[src/sdet_pkg.sv]
// sdet_pkg: constants, types and secded functions of the ecc diagnostic tester
package sdet_pkg;

  // ----------------------------------------------------------------
  // register map (byte addresses, one word each)
  // ----------------------------------------------------------------
  localparam logic [7:0] OFF_CTRL  = 8'h00;  // test control word
  localparam logic [7:0] OFF_FLAGS = 8'h04;  // system_fault_word3, read only
  localparam logic [7:0] OFF_CLEAR = 8'h08;  // fault3_clear_reg, write 1 to clear
  localparam logic [7:0] OFF_IN0   = 8'h10;  // diag_input_bytes 0..8
  localparam logic [7:0] OFF_OUT0  = 8'h40;  // diag_output_bytes 0..8
  localparam logic [3:0] NUM_BYTES = 4'h9;

  // ----------------------------------------------------------------
  // field positions and word transfer size
  // ----------------------------------------------------------------
  localparam int unsigned CTRL_EN_BIT    = 0;  // test enable
  localparam int unsigned CTRL_MAN_BIT   = 1;  // source select, 1 = manual
  localparam int unsigned CTRL_PATH_BIT  = 2;  // path_select, 1 = encoder
  localparam int unsigned CTRL_ETYPE_BIT = 3;  // error_type_select, 1 = double
  localparam int unsigned FLAG_SEC_BIT   = 0;  // single_error_flag / clear
  localparam int unsigned FLAG_DED_BIT   = 1;  // double_error_flag / clear
  localparam logic [2:0]  HSIZE_WORD     = 3'h2;

  // ----------------------------------------------------------------
  // codeword geometry and internal test patterns
  // ----------------------------------------------------------------
  localparam int unsigned CW_W   = 72;
  localparam int unsigned DATA_W = 64;
  localparam logic [71:0] AUTO_ENC_CW   = 72'hCD_3968_C140_2EA5_ED6D;
  localparam logic [63:0] AUTO_SEC_DATA = 64'h18C3_FF8A_68A9_8069;
  localparam logic [71:0] AUTO_SEC_FLIP = 72'h00_0000_0000_0000_0020;  // one data bit
  localparam logic [71:0] AUTO_DED_FLIP = 72'h00_0000_0000_0000_0003;  // p0 and p1

  typedef struct packed {
    logic [63:0] data;
    logic        sec;
    logic        ded;
  } sdet_dec_s;

  typedef struct packed {
    logic            enable;
    logic            manual;
    logic            path_enc;
    logic            etype_ded;
    logic            sflag;
    logic            dflag;
    logic [8:0][7:0] din;
    logic [8:0][7:0] dout;
    logic            wr_pend;
    logic            rd_pend;
    logic            hit;
    logic [7:0]      addr;
    logic [31:0]     rdata;
  } sdet_state_s;

  localparam sdet_state_s ST_RST = '0;

  // data bits sit at every position from 1 up that is not a power of two
  function automatic logic [63:0] sdet_extract(input logic [71:0] cw);
    logic [63:0] d;
    int          k;
    d = '0;
    k = 0;
    for (int p = 1; p < CW_W; p++) begin
      if ((p & (p - 1)) != 0) begin
        d[k] = cw[p];
        k++;
      end
    end
    return d;
  endfunction

  // parity pN at position N over positions with bit N set, p0 over all
  // every group, p0 included, is odd: the fixed encoder pattern needs it
  function automatic logic [71:0] sdet_encode(input logic [63:0] d);
    logic [71:0] c;
    logic        x;
    int          k;
    c = '0;
    k = 0;
    for (int p = 1; p < CW_W; p++) begin
      if ((p & (p - 1)) != 0) begin
        c[p] = d[k];
        k++;
      end
    end
    for (int b = 0; b < 7; b++) begin
      x = 1'b1;  // odd group parity
      for (int p = 1; p < CW_W; p++) begin
        if (((p >> b) & 1) == 1) x = x ^ c[p];
      end
      c[1 << b] = x;
    end
    c[0] = ~^c[71:1];  // odd over all 72 positions
    return c;
  endfunction

  // syndrome plus overall parity: correct one error, flag two
  function automatic sdet_dec_s sdet_decode(input logic [71:0] cw);
    sdet_dec_s   r;
    logic [6:0]  s;
    logic [71:0] c;
    logic        odd;
    s = 7'h7F;  // odd groups check to zero
    c = cw;
    for (int b = 0; b < 7; b++) begin
      for (int p = 1; p < CW_W; p++) begin
        if (((p >> b) & 1) == 1) s[b] = s[b] ^ cw[p];
      end
    end
    odd   = ~^cw;  // overall parity broken
    r.sec = odd;
    r.ded = !odd && (s != 7'h00);
    if (odd && (s != 7'h00) && (s < 7'h48)) c[s] = ~c[s];
    r.data = sdet_extract(c);
    return r;
  endfunction

  localparam logic [71:0] AUTO_SEC_CW = sdet_encode(AUTO_SEC_DATA) ^ AUTO_SEC_FLIP;
  localparam logic [71:0] AUTO_DED_CW = sdet_encode(64'h0) ^ AUTO_DED_FLIP;
  localparam logic [63:0] AUTO_ENC_DATA = sdet_extract(AUTO_ENC_CW);

endpackage

[src/sdet_codec.sv]
// sdet_codec: (72,64) secded encoder and decoder under test
`timescale 1ns/1ps
`default_nettype none
module sdet_codec
  import sdet_pkg::*;
(
  input  wire logic [63:0] data_in,
  input  wire logic [71:0] cw_in,
  output logic      [71:0] enc_out,
  output sdet_dec_s        dec_out
);

  // ----------------------------------------------------------------
  // encoder and decoder paths
  // ----------------------------------------------------------------
  assign enc_out = sdet_encode(data_in);
  assign dec_out = sdet_decode(cw_in);

endmodule
`default_nettype wire

[src/sdet_top.sv]
// sdet_top: ecc diagnostic tester with ahb-lite register slave
//
// Design decisions made here: the register addresses and register access over AHB-Lite.
`timescale 1ns/1ps
`default_nettype none
module sdet_top
  import sdet_pkg::*;
(
  input  wire logic        CLK,
  input  wire logic        RST,
  input  wire logic        HSEL,
  input  wire logic [31:0] HADDR,
  input  wire logic [1:0]  HTRANS,
  input  wire logic        HWRITE,
  input  wire logic [2:0]  HSIZE,
  input  wire logic [31:0] HWDATA,
  input  wire logic        HREADY,
  output logic      [31:0] HRDATA,
  output logic             HREADYOUT,
  output logic             HRESP,
  output logic             SINGLE_ERROR_FLAG,
  output logic             DOUBLE_ERROR_FLAG
);

  sdet_state_s st;
  sdet_state_s next_st;
  logic [63:0] codec_data;
  logic [71:0] codec_cw;
  logic [71:0] enc_cw;
  sdet_dec_s   dec;
  logic        take;
  logic [4:0]  in_slot;
  logic [4:0]  out_slot;
  logic [31:0] rd_word;

  // ----------------------------------------------------------------
  // byte slot decode: {hit, index} for a run of nine words
  // ----------------------------------------------------------------
  function automatic logic [4:0] slot(input logic [7:0] a, input logic [7:0] base);
    logic [7:0] off;
    off = a - base;
    if ((a >= base) && (off[1:0] == 2'h0) && (off[7:2] < {2'h0, NUM_BYTES})) begin
      return {1'b1, off[5:2]};
    end
    return 5'h00;
  endfunction

  // ----------------------------------------------------------------
  // operand selection
  // ----------------------------------------------------------------
  // manual takes software bytes, auto takes the held patterns
  always_comb begin
    if (st.manual) begin
      codec_data = st.din[7:0];
      codec_cw   = st.din;
    end else begin
      codec_data = AUTO_ENC_DATA;
      codec_cw   = st.etype_ded ? AUTO_DED_CW : AUTO_SEC_CW;
    end
  end

  sdet_codec u_codec (
    .data_in (codec_data),
    .cw_in   (codec_cw),
    .enc_out (enc_cw),
    .dec_out (dec)
  );

  // ----------------------------------------------------------------
  // bus address phase and register slots
  // ----------------------------------------------------------------
  assign take     = HSEL && HREADY && HTRANS[1];
  assign in_slot  = slot(st.addr, OFF_IN0);
  assign out_slot = slot(st.addr, OFF_OUT0);

  // read value of the latched address, zero when unmapped
  always_comb begin
    rd_word = 32'h0000_0000;
    if (st.hit) begin
      if (st.addr == OFF_CTRL) begin
        rd_word[CTRL_EN_BIT]    = st.enable;
        rd_word[CTRL_MAN_BIT]   = st.manual;
        rd_word[CTRL_PATH_BIT]  = st.path_enc;
        rd_word[CTRL_ETYPE_BIT] = st.etype_ded;
      end else if (st.addr == OFF_FLAGS) begin
        rd_word[FLAG_SEC_BIT] = st.sflag;
        rd_word[FLAG_DED_BIT] = st.dflag;
      end else if (in_slot[4]) begin
        rd_word[7:0] = st.din[in_slot[3:0]];
      end else if (out_slot[4]) begin
        rd_word[7:0] = st.dout[out_slot[3:0]];
      end
    end
  end

  // ----------------------------------------------------------------
  // next state
  // ----------------------------------------------------------------
  always_comb begin
    next_st = st;
    // read data phase: one wait cycle, then registered data
    if (st.rd_pend) begin
      next_st.rdata   = rd_word;
      next_st.rd_pend = 1'b0;
    end
    // write data phase
    if (st.wr_pend) begin
      next_st.wr_pend = 1'b0;
      if (st.hit && (st.addr == OFF_CTRL)) begin
        next_st.enable    = HWDATA[CTRL_EN_BIT];
        next_st.manual    = HWDATA[CTRL_MAN_BIT];
        next_st.path_enc  = HWDATA[CTRL_PATH_BIT];
        next_st.etype_ded = HWDATA[CTRL_ETYPE_BIT];
      end else if (st.hit && (st.addr == OFF_CLEAR)) begin
        if (HWDATA[FLAG_SEC_BIT]) next_st.sflag = 1'b0;
        if (HWDATA[FLAG_DED_BIT]) next_st.dflag = 1'b0;
      end else if (st.hit && in_slot[4]) begin
        next_st.din[in_slot[3:0]] = HWDATA[7:0];
      end
    end
    // address phase capture
    if (take) begin
      next_st.addr    = HADDR[7:0];
      next_st.hit     = (HADDR[31:8] == 24'h00_0000);
      next_st.wr_pend = HWRITE && (HSIZE == HSIZE_WORD);
      next_st.rd_pend = !HWRITE;
    end
    // test engine, runs every cycle while enabled
    if (st.enable) begin
      if (st.path_enc) begin
        next_st.dout = enc_cw;
      end else begin
        next_st.dout = {8'h00, dec.data};
        // set wins over a clear in the same cycle
        if (dec.sec) next_st.sflag = 1'b1;
        if (dec.ded) next_st.dflag = 1'b1;
      end
    end
  end

  // ----------------------------------------------------------------
  // state register
  // ----------------------------------------------------------------
  always_ff @(posedge CLK) begin
    if (RST) begin
      st <= ST_RST;
    end else begin
      st <= next_st;
    end
  end

  // ----------------------------------------------------------------
  // outputs
  // ----------------------------------------------------------------
  assign HRDATA            = st.rdata;
  assign HREADYOUT         = !st.rd_pend;
  assign HRESP             = 1'b0;
  assign SINGLE_ERROR_FLAG = st.sflag;
  assign DOUBLE_ERROR_FLAG = st.dflag;

endmodule
`default_nettype wire

[config.mk]
export PLATFORM = sky130hd
export DESIGN_NAME = sdet_top
export DESIGN_NICKNAME = d
export VERILOG_FILES = /design/src/sdet_pkg.sv /design/src/sdet_codec.sv /design/src/sdet_top.sv
export SDC_FILE = /design/constraint.sdc
export NUM_CORES = 1
export LEC_CHECK = 0
export BUFFER_PORTS_ARGS = -buffer_cell sky130_fd_sc_hd__buf_4
export CORE_MARGIN = 2
export CORE_UTILIZATION = 60
export DETAILED_ROUTE_END_ITERATION = 12
export HOLD_SLACK_MARGIN = 0.02
export PLACE_DENSITY = 0.8
export SYNTH_ARGS = -nofsm -noshare
export SYNTH_HDL_FRONTEND = slang
export SYNTH_HIERARCHICAL = 1
export SYNTH_SLANG_ARGS = --single-unit
[constraint.sdc]
create_clock -name CLK -period 4.6 [get_ports CLK]
set_clock_uncertainty 0.1 [all_clocks]
set_input_delay 0.46 -clock CLK [delete_from_list [all_inputs] [get_ports CLK]]
set_output_delay 0.46 -clock CLK [all_outputs]
set_load 0.01 [all_outputs]
* Word-level counts from Yosys, hierarchy flattened *
Cells that the tools add are included.

storage, ports and cells
  output and inout port bits = 36
  bits in writable memories = 0
  bits of input ports = 74
  memories = 0
  ROM bits = 0
  register bits = 169
  logic and storage cells = 533
  latch bits = 0

cells by class
  reductions and logical operators = 28
  $lt $le $gt $ge = 10
  add/subtract/negate cells = 2
  bitwise gates (word level) = 420
  eq/ne operators = 3
  mux-type cells = 41
  multiply operators = 0
  shifts and indexed selects = 0
  divide/modulo/power cells = 0

operator list
  kind                                                                number
  bitwise XOR 1 bit                                                   403
  two-way mux 72 bit                                                  5
  two-way mux 74 bit                                                  2
  bitwise mux 72 bit                                                  2
  XNOR reduction 72 bit                                               1
  XNOR reduction 71 bit                                               1
  two-way mux 69 bit                                                  1
  binary-select mux 8 bit (select 4 bit)                              2
  two-way mux 64 bit                                                  1
  two-way mux 8 bit                                                   6
  demux 8 bit (select 4 bit)                                          1
  logical NOT 24 bit                                                  1
  two-way mux 5 bit                                                   4
  NOT 1 bit                                                           17
  logical AND 1 bit                                                   15
  < comparator 6 x 4 -> 1 bit (second input constant)                 2
  < comparator 4 x 5 -> 1 bit (second input constant)                 2
  == test 8 x 3 -> 1 bit (second input constant)                      1
  == test 8 x 4 -> 1 bit (second input constant)                      1
  greater-or-equal comparator 8 x 5 -> 1 bit (second input constant)  1
  greater-or-equal comparator 8 x 7 -> 1 bit (second input constant)  1
  logical NOT 8 bit                                                   1
  < comparator 7 x 8 -> 1 bit (second input constant)                 1
  two-way mux 1 bit                                                   8
  17 further kinds                                                    24

* Logic depth before layout (Yosys ltp) *
Gate-level depths: netlist (run 1).

  depth in word-level cells = 45
  gate-level depth with buffers = 17
  depth with buffers taken out = 13

* By module *
Netlist (run 1), hierarchy kept.

by module, submodules not included
  module      cells each  seq. area each (µm²)  area each (µm²)  instances
  sdet_top    1,140       3,383.2               9,482.8          1
  sdet_codec  605         0.0                   4,809.6          1

* Worst setup path after synthesis (run 1) *
Ideal clock, no wire load.

  path type = register to register
  start point = register st[191] (netlist bit)
  end point = register st[105] (netlist bit)
  required time = 4.414 ns
  buffers on the path = 4
  path slack = 0.455 ns
  arrival = 3.960 ns
  stages on the path, launching flop included = 17
  setup time = 0.086 ns
  clock period less this slack = 4.145 ns
  cell sequence = dfxtp_1 -> clkbuf_1 -> clkbuf_1 -> clkbuf_1 -> and2_1 -> xnor2_1 -> xnor3_1 -> xnor3_1 -> xor2_1 -> or3_1 -> and2_1 -> buf_2 -> o311a_1 -> o21ai_1 -> mux2_2 -> mux2i_1 -> a211oi_1

RTL lines
  element                 line             RTL
  start, declared         sdet_top.sv:25   sdet_state_s st;
  start signal, assigned  sdet_top.sv:148  st <= next_st;

==> qor.csv, run 1 <==
metric;value;unit
status;finished, violations left;
violations;negative setup slack;
cts_hold_buf;0;
die_x;158;um
rsz0062_at_grt;yes;
path_class;register to register;
gr-usage-met2;0.682;
syn_avg_cell_area;8.19;um2
nFillCells;1843;
routed_wl;61.9;mm
slowest_stage;xnor3_2;
synth_edf_count;0;
rows;56;
routedWlPerCell;28.2;um
first_pass_iters;7;
drt-initial-drc-count;2707;
final_antenna_net_count;0;
max_stage_delay;540;ps
hp-class;primary input to register;
gp_congestion;1.13;
p_leak;6.53;nW
area_delta_synth_final;18.2;%
async_flop_share;0;
grt_busiest_layer;met2;
synth_area;14300;um2
ys_warn_count;6;
fin_ws;-2.61;ps
hold_violations;0;
synth-seq-cells;169;
drive_gt1_frac;0.252;
gr-usage-met3;0.180;
fp.dieH;158;um
fmax;0.217;GHz
finalCritPeriodShare;1.00;
portBuffers;59;
p_per_area;187;nW/um2
synth_cell_types;92;
synth_flop_cell;dfxtp_1;
hpwl;46.5;mm
slew_headroom;0.291;
design_power_total;0.00316;W
vias_per_cell;6.62;
layout.nets;1942;
die_area;25100;um2
crit_arrival;4800;ps
insertion_delay;450;ps
grt_pass1_vias;13200;
peakVddDrop;0.259;mV
clockRootBuffer;clkbuf_16;
grt_pass1_wl;86.0;mm
cts_tree;built;
synthCells;1745;
numCtsBuffers;17;
cts.clk_slew.worst_paths;90;ps
cp-start-kind;register;
initial_core_util;0.611;
fin_crit;4600;ps
clock-sinks;169;
antenna_found_initial;2;
grt.overflow.total;0;
yosysSeqAreaShare;0.237;
finalSetupViolCount;1;
endpoint_kind;register;
crit_path_max_fanout;27;
h-tree-depth;4;
io_pins;110;
maxCapViolCount;0;
grt_util_met1;0.618;
crit_chain;nor2_4 > buf_12 > a21o_1 > buf_4 > xnor3_1 > xnor3_1 > xnor3_2 > xnor2_4 > or3_4 > nand2_4 > nand2_1 > buf_4 > nor2_1 > mux2_2 > mux2i_1 > a211oi_1;
grt_max_degree;96;
required;4800;ps
core_area;23400;um2
whs;99.9;ps
vias;14500;
drc;0;
cts_buffer_depth;2;
maxSlewViolCount;0;
grtUsageTotal;0.481;
tightestPinTransition;1060;ps
-- synth_stat cells, drive strengths merged, types with 4 or more instances --
master / n / share of area
nand2b: 39 / 0.017
or3: 9 / 0.0043
a221oi: 4 / 0.0025
nor3: 18 / 0.0071
o221ai: 14 / 0.0090
dfxtp: 169 / 0.24
buf: 132 / 0.063
nand3: 27 / 0.011
a211oi: 74 / 0.039
a32oi: 8 / 0.0049
inv: 24 / 0.0063
mux2: 44 / 0.035
and2: 65 / 0.029
a21o: 17 / 0.0089
mux2i: 142 / 0.099
a2111oi: 6 / 0.0038
clkbuf: 71 / 0.019
xnor3: 9 / 0.014
a22o: 11 / 0.0067
o21ai: 28 / 0.0098
nor4: 10 / 0.0044
ha: 5 / 0.0044
xor2: 55 / 0.036
o32ai: 4 / 0.0025
a31oi: 18 / 0.0083
o31ai: 9 / 0.0047
nor2: 190 / 0.053
a211o: 4 / 0.0025
a21oi: 79 / 0.029
nor2b: 13 / 0.0057
a22oi: 4 / 0.0021
nand2: 136 / 0.036
xnor2: 203 / 0.13
a2bb2oi: 5 / 0.0031
nand4: 6 / 0.0031
o22ai: 15 / 0.0066
or2: 19 / 0.0083
and3: 8 / 0.0035
-- area by class of cell --
cell class	instances	area, um2	area share
Sequential cell	169	3400	0.201
Inverter	25	93.8	0.00556
Timing Repair Buffer	278	2230	0.132
Tap cell	319	399	0.0236
Multi-Input combinational cell	1372	10200	0.602
Antenna cell	2	5.00	0.000296
Clock buffer	19	443	0.0262
Clock inverter	13	156	0.00926
-- timing repair --
action	CTS	global route
buffers inserted	2	5
pin swaps	0	20
endpoints found under the setup margin	45	51
cloned	0	3
resized for setup	11	78
-- critical path: cells and delay by family, from the launching register on --
kind                      cells  cell delay [ps]
AOI/OAI and AO/OA             2              290
xor gates and xnor gates      4             1370
buffers and inverters         3              560
DFF                           1              370
muxes                         2              660
and+or+nand+nor               5             1090
-- stage by stage --
stage	area (um2)	setup TNS, ps	std cells	setup slack, ps	util
floorplan	14400	0	1769	455	-
global placement	15700	-969	2153	-140	0.670
detailed placement	15700	-2710	2153	-199	0.670
CTS	16400	0	2187	5.85	0.700
global route	16900	-363	2195	-125	0.721
finish	16900	-2.61	2197	-2.61	0.722
-- cells in the final DEF, fill, tap and decap left out, types with 9 or more instances in the layout --
cell type,instances
a211oi_1,72
a21o_1,16
a21oi_1,73
a22o_1,11
a31oi_1,14
and2_1,60
buf_4,266
clkbuf_16,20
conb_1,25
dfxtp_1,164
inv_1,24
mux2_2,43
mux2i_1,137
nand2_1,132
nand2b_1,39
nand3_1,20
nor2_1,184
nor2b_1,12
nor3_1,16
nor4_1,10
o21ai_0,24
o221ai_1,11
o22ai_1,14
o31ai_1,9
or2_2,15
xnor2_1,186
xnor2_2,16
xor2_1,50
-- where the power goes --
| group | internal (W) | switching, W |
|---|---|---|
| sequential | 0.00146 | 0.00000790 |
| combinational | 0.0000585 | 0.000122 |
| clock | 0.000832 | 0.000681 |
| total | 0.00235 | 0.000811 |
-- final timing paths --
check	from	end	slack [ps]	depth (start not counted)
setup / recovery	st[189]	st[75]	-3	16
hold / removal	HWRITE	st[41]	100	2
setup reg to reg	st[189]	st[75]	-3	16
hold reg to reg	register	register	380	2
-- metal layers --
| metal | vias up | wire length, um |
|---|---|---|
| met5 | - | 0 |
| met1 | 6887 | 23600 |
| met4 | 0 | 4460 |
| met3 | 253 | 8800 |
| met2 | 1195 | 25100 |
| li1 | 6205 | - |
-- cells by family after synthesis --
group,count (synthesis),synth area share
simple gates,548,0.186
compound gates,336,0.166
xor+xnor,269,0.179
buf+inv,228,0.0879
mux,189,0.139
flops,169,0.237
fa+ha+maj,5,0.00438
other cells,1,0.000262
Power figures use the tool's default switching activity.
==> inputs of run 2 (changes only) <==
- CORE_UTILIZATION: 60 -> 56
- PLACE_DENSITY: 0.8 -> 0.78
- REMOVE_ABC_BUFFERS: unset -> 1
- clock period: 4.6 -> 3.8 ns (I/O delays scaled with it)
==> run 2 against run 1 <==
The flow still finishes with violations (negative setup slack). Utilization up 5.4 points. Non-clock buffer count increased by 167. Worst hold slack got worse by 18 ps. Via count rose by 8.9%. Routed wire length up 13%. Largest cell class unchanged. Largest power group unchanged.
==> qor.csv, run 2 (synthesized netlist as in run 1, its figures left out) <==
metric;value;unit
fmax;0.224;GHz
gp_congestion;1.14;
crit_path_max_fanout;7;
clockRootBuffer;clkbuf_16;
wl_met2;29.2;mm
initial_core_util;0.569;
core_area;25100;um2
required;3980;ps
topRoutingLayerUsed;met4;
maxCapViolCount;0;
vias_per_cell;6.67;
crit_arrival;4650;ps
crit_start;st[189];
reg2reg_depth;17;
die_area;26800;um2
design_area;19500;um2
grt_pass1_wl;94.7;mm
grt_max_degree;83;
status;finished, violations left;
r2r_start;st[189];
met1_length;24.4;mm
holdPathStages;3;
min-delay-start;HADDR[5];
insertion_delay;440;ps
maxSlewViolCount;0;
finalCritPeriodShare;1.18;
drt-initial-drc-count;2515;
routed_wl;69.8;mm
regToRegSetupSlack;-670;ps
rsz0062_at_grt;yes;
fp.dieH;164;um
tightestPinTransition;1220;ps
endpoint_kind;register;
path_class;register to register;
h-tree-depth;4;
min_to;st[37];
placed_area;16600;um2
timing.setup.tns;-32150;ps
place_ws;-744;ps
routedWlPerCell;29.4;um
fin_ws;-667;ps
die_x;164;um
area_delta_synth_final;36.3;%
layout.nets;2109;
rows;58;
peakVddDrop;0.323;mV
cts.clk_slew.worst_paths;70;ps
p_per_area;201;nW/um2
portBuffers;59;
grt_pass1_vias;14400;
drive_gt1_frac;0.375;
cts_tree;built;
io_pins;110;
cts_buffer_depth;2;
layout_commonest_cell;buf_4;
slew_headroom;0.187;
routed-wl-met3;9.38;mm
vias;15800;
numCtsBuffers;17;
first_pass_iters;9;
finalSetupViolCount;65;
r2r-end;st[53];
grtUsageTotal;0.490;
antenna_found_initial;2;
hp-class;primary input to register;
p_leak;7.83;nW
fin_crit;4470;ps
final_antenna_net_count;0;
drc;0;
clock-sinks;169;
hold_violations;0;
grt.overflow.total;0;
final_cell_mix;buf_4, nor2_1, dfxtp_1;
violations;negative setup slack;
hpwl;50.2;mm
cp-start-kind;register;
## run 2: cell types whose count changed in the layout (fill, tap and decap cells not counted), sizes merged
cell         before  now
buf             275  444
clkbuf           22   20
clkinvlp          1    0
dlygate4sd3       0    1
inv              31   30
## run 2: how the worst max path moves through the flow
stage                   to  depth (start not counted)
floorplan           st[47]                         13
global placement    st[91]                         18
detailed placement  st[91]                         18
CTS                 st[44]                         17
global route        st[53]                         17
finish              st[53]                         17
## run 2: metal layers
metal,up-vias,GRT usage
met1,7467,0.617
li1,6520,-
met3,441,0.120
met5,-,0
met2,1401,0.736
met4,0,0.337
## run 2: final cells by class
class | count | area, um2
clock inverters | 11 | 151
clock buffers | 20 | 468
multi-input cells | 1372 | 11300
diodes | 2 | 5.00
inverters | 25 | 93.8
repair buffers | 445 | 3660
well taps | 330 | 413
fillers | 1730 | 5630
flip-flops and latches | 169 | 3400
## run 2: worst max-delay path, cell delays in order, from the launching register on
cell	delay, ps
dfxtp_2	370
buf_4	150
nor2b_1	160
buf_4	190
a21oi_2	70
xor2_1	180
xnor2_1	320
buf_4	200
xor2_2	150
xnor3_2	460
xor2_4	320
buf_6	190
mux2i_1	100
a222oi_1	530
a31oi_4	260
mux2_2	330
mux2i_1	140
a211oi_1	90
## run 2: report_power, final
group | leakage (nW) | total [W] | internal (W) | switching, W
sequential | 1.36 | 0.00177 | 0.00177 | 0.00000406
combinational | 6.17 | 0.000230 | 0.0000754 | 0.000155
clock | 0.304 | 0.00191 | 0.00105 | 0.000862
total | 7.83 | 0.00392 | 0.00290 | 0.00102
## run 2: repair_timing
action / CTS / global route
endpoints found under the setup margin: 64 / 65
buffers inserted: 42 / 26
endpoints found under the hold margin: 1 / 0
gates cloned: 1 / 0
hold buffers: 1 / 0
gates resized for setup: 216 / 130
pin swaps: 94 / 88
## run 2: metrics by stage
step / util / instances / hold WS [ps] / total power [W]
final: 0.776 / 2374 / 81.7 / 0.00392
after CTS: 0.740 / 2348 / 81.2 / 0.00390
after detailed placement: 0.661 / 2280 / 365 / 0.00203
after global routing: 0.776 / 2372 / 83.2 / 0.00398
after floorplan: - / 1566 / 329 / 0.00191
after global placement: 0.661 / 2280 / 362 / 0.00203
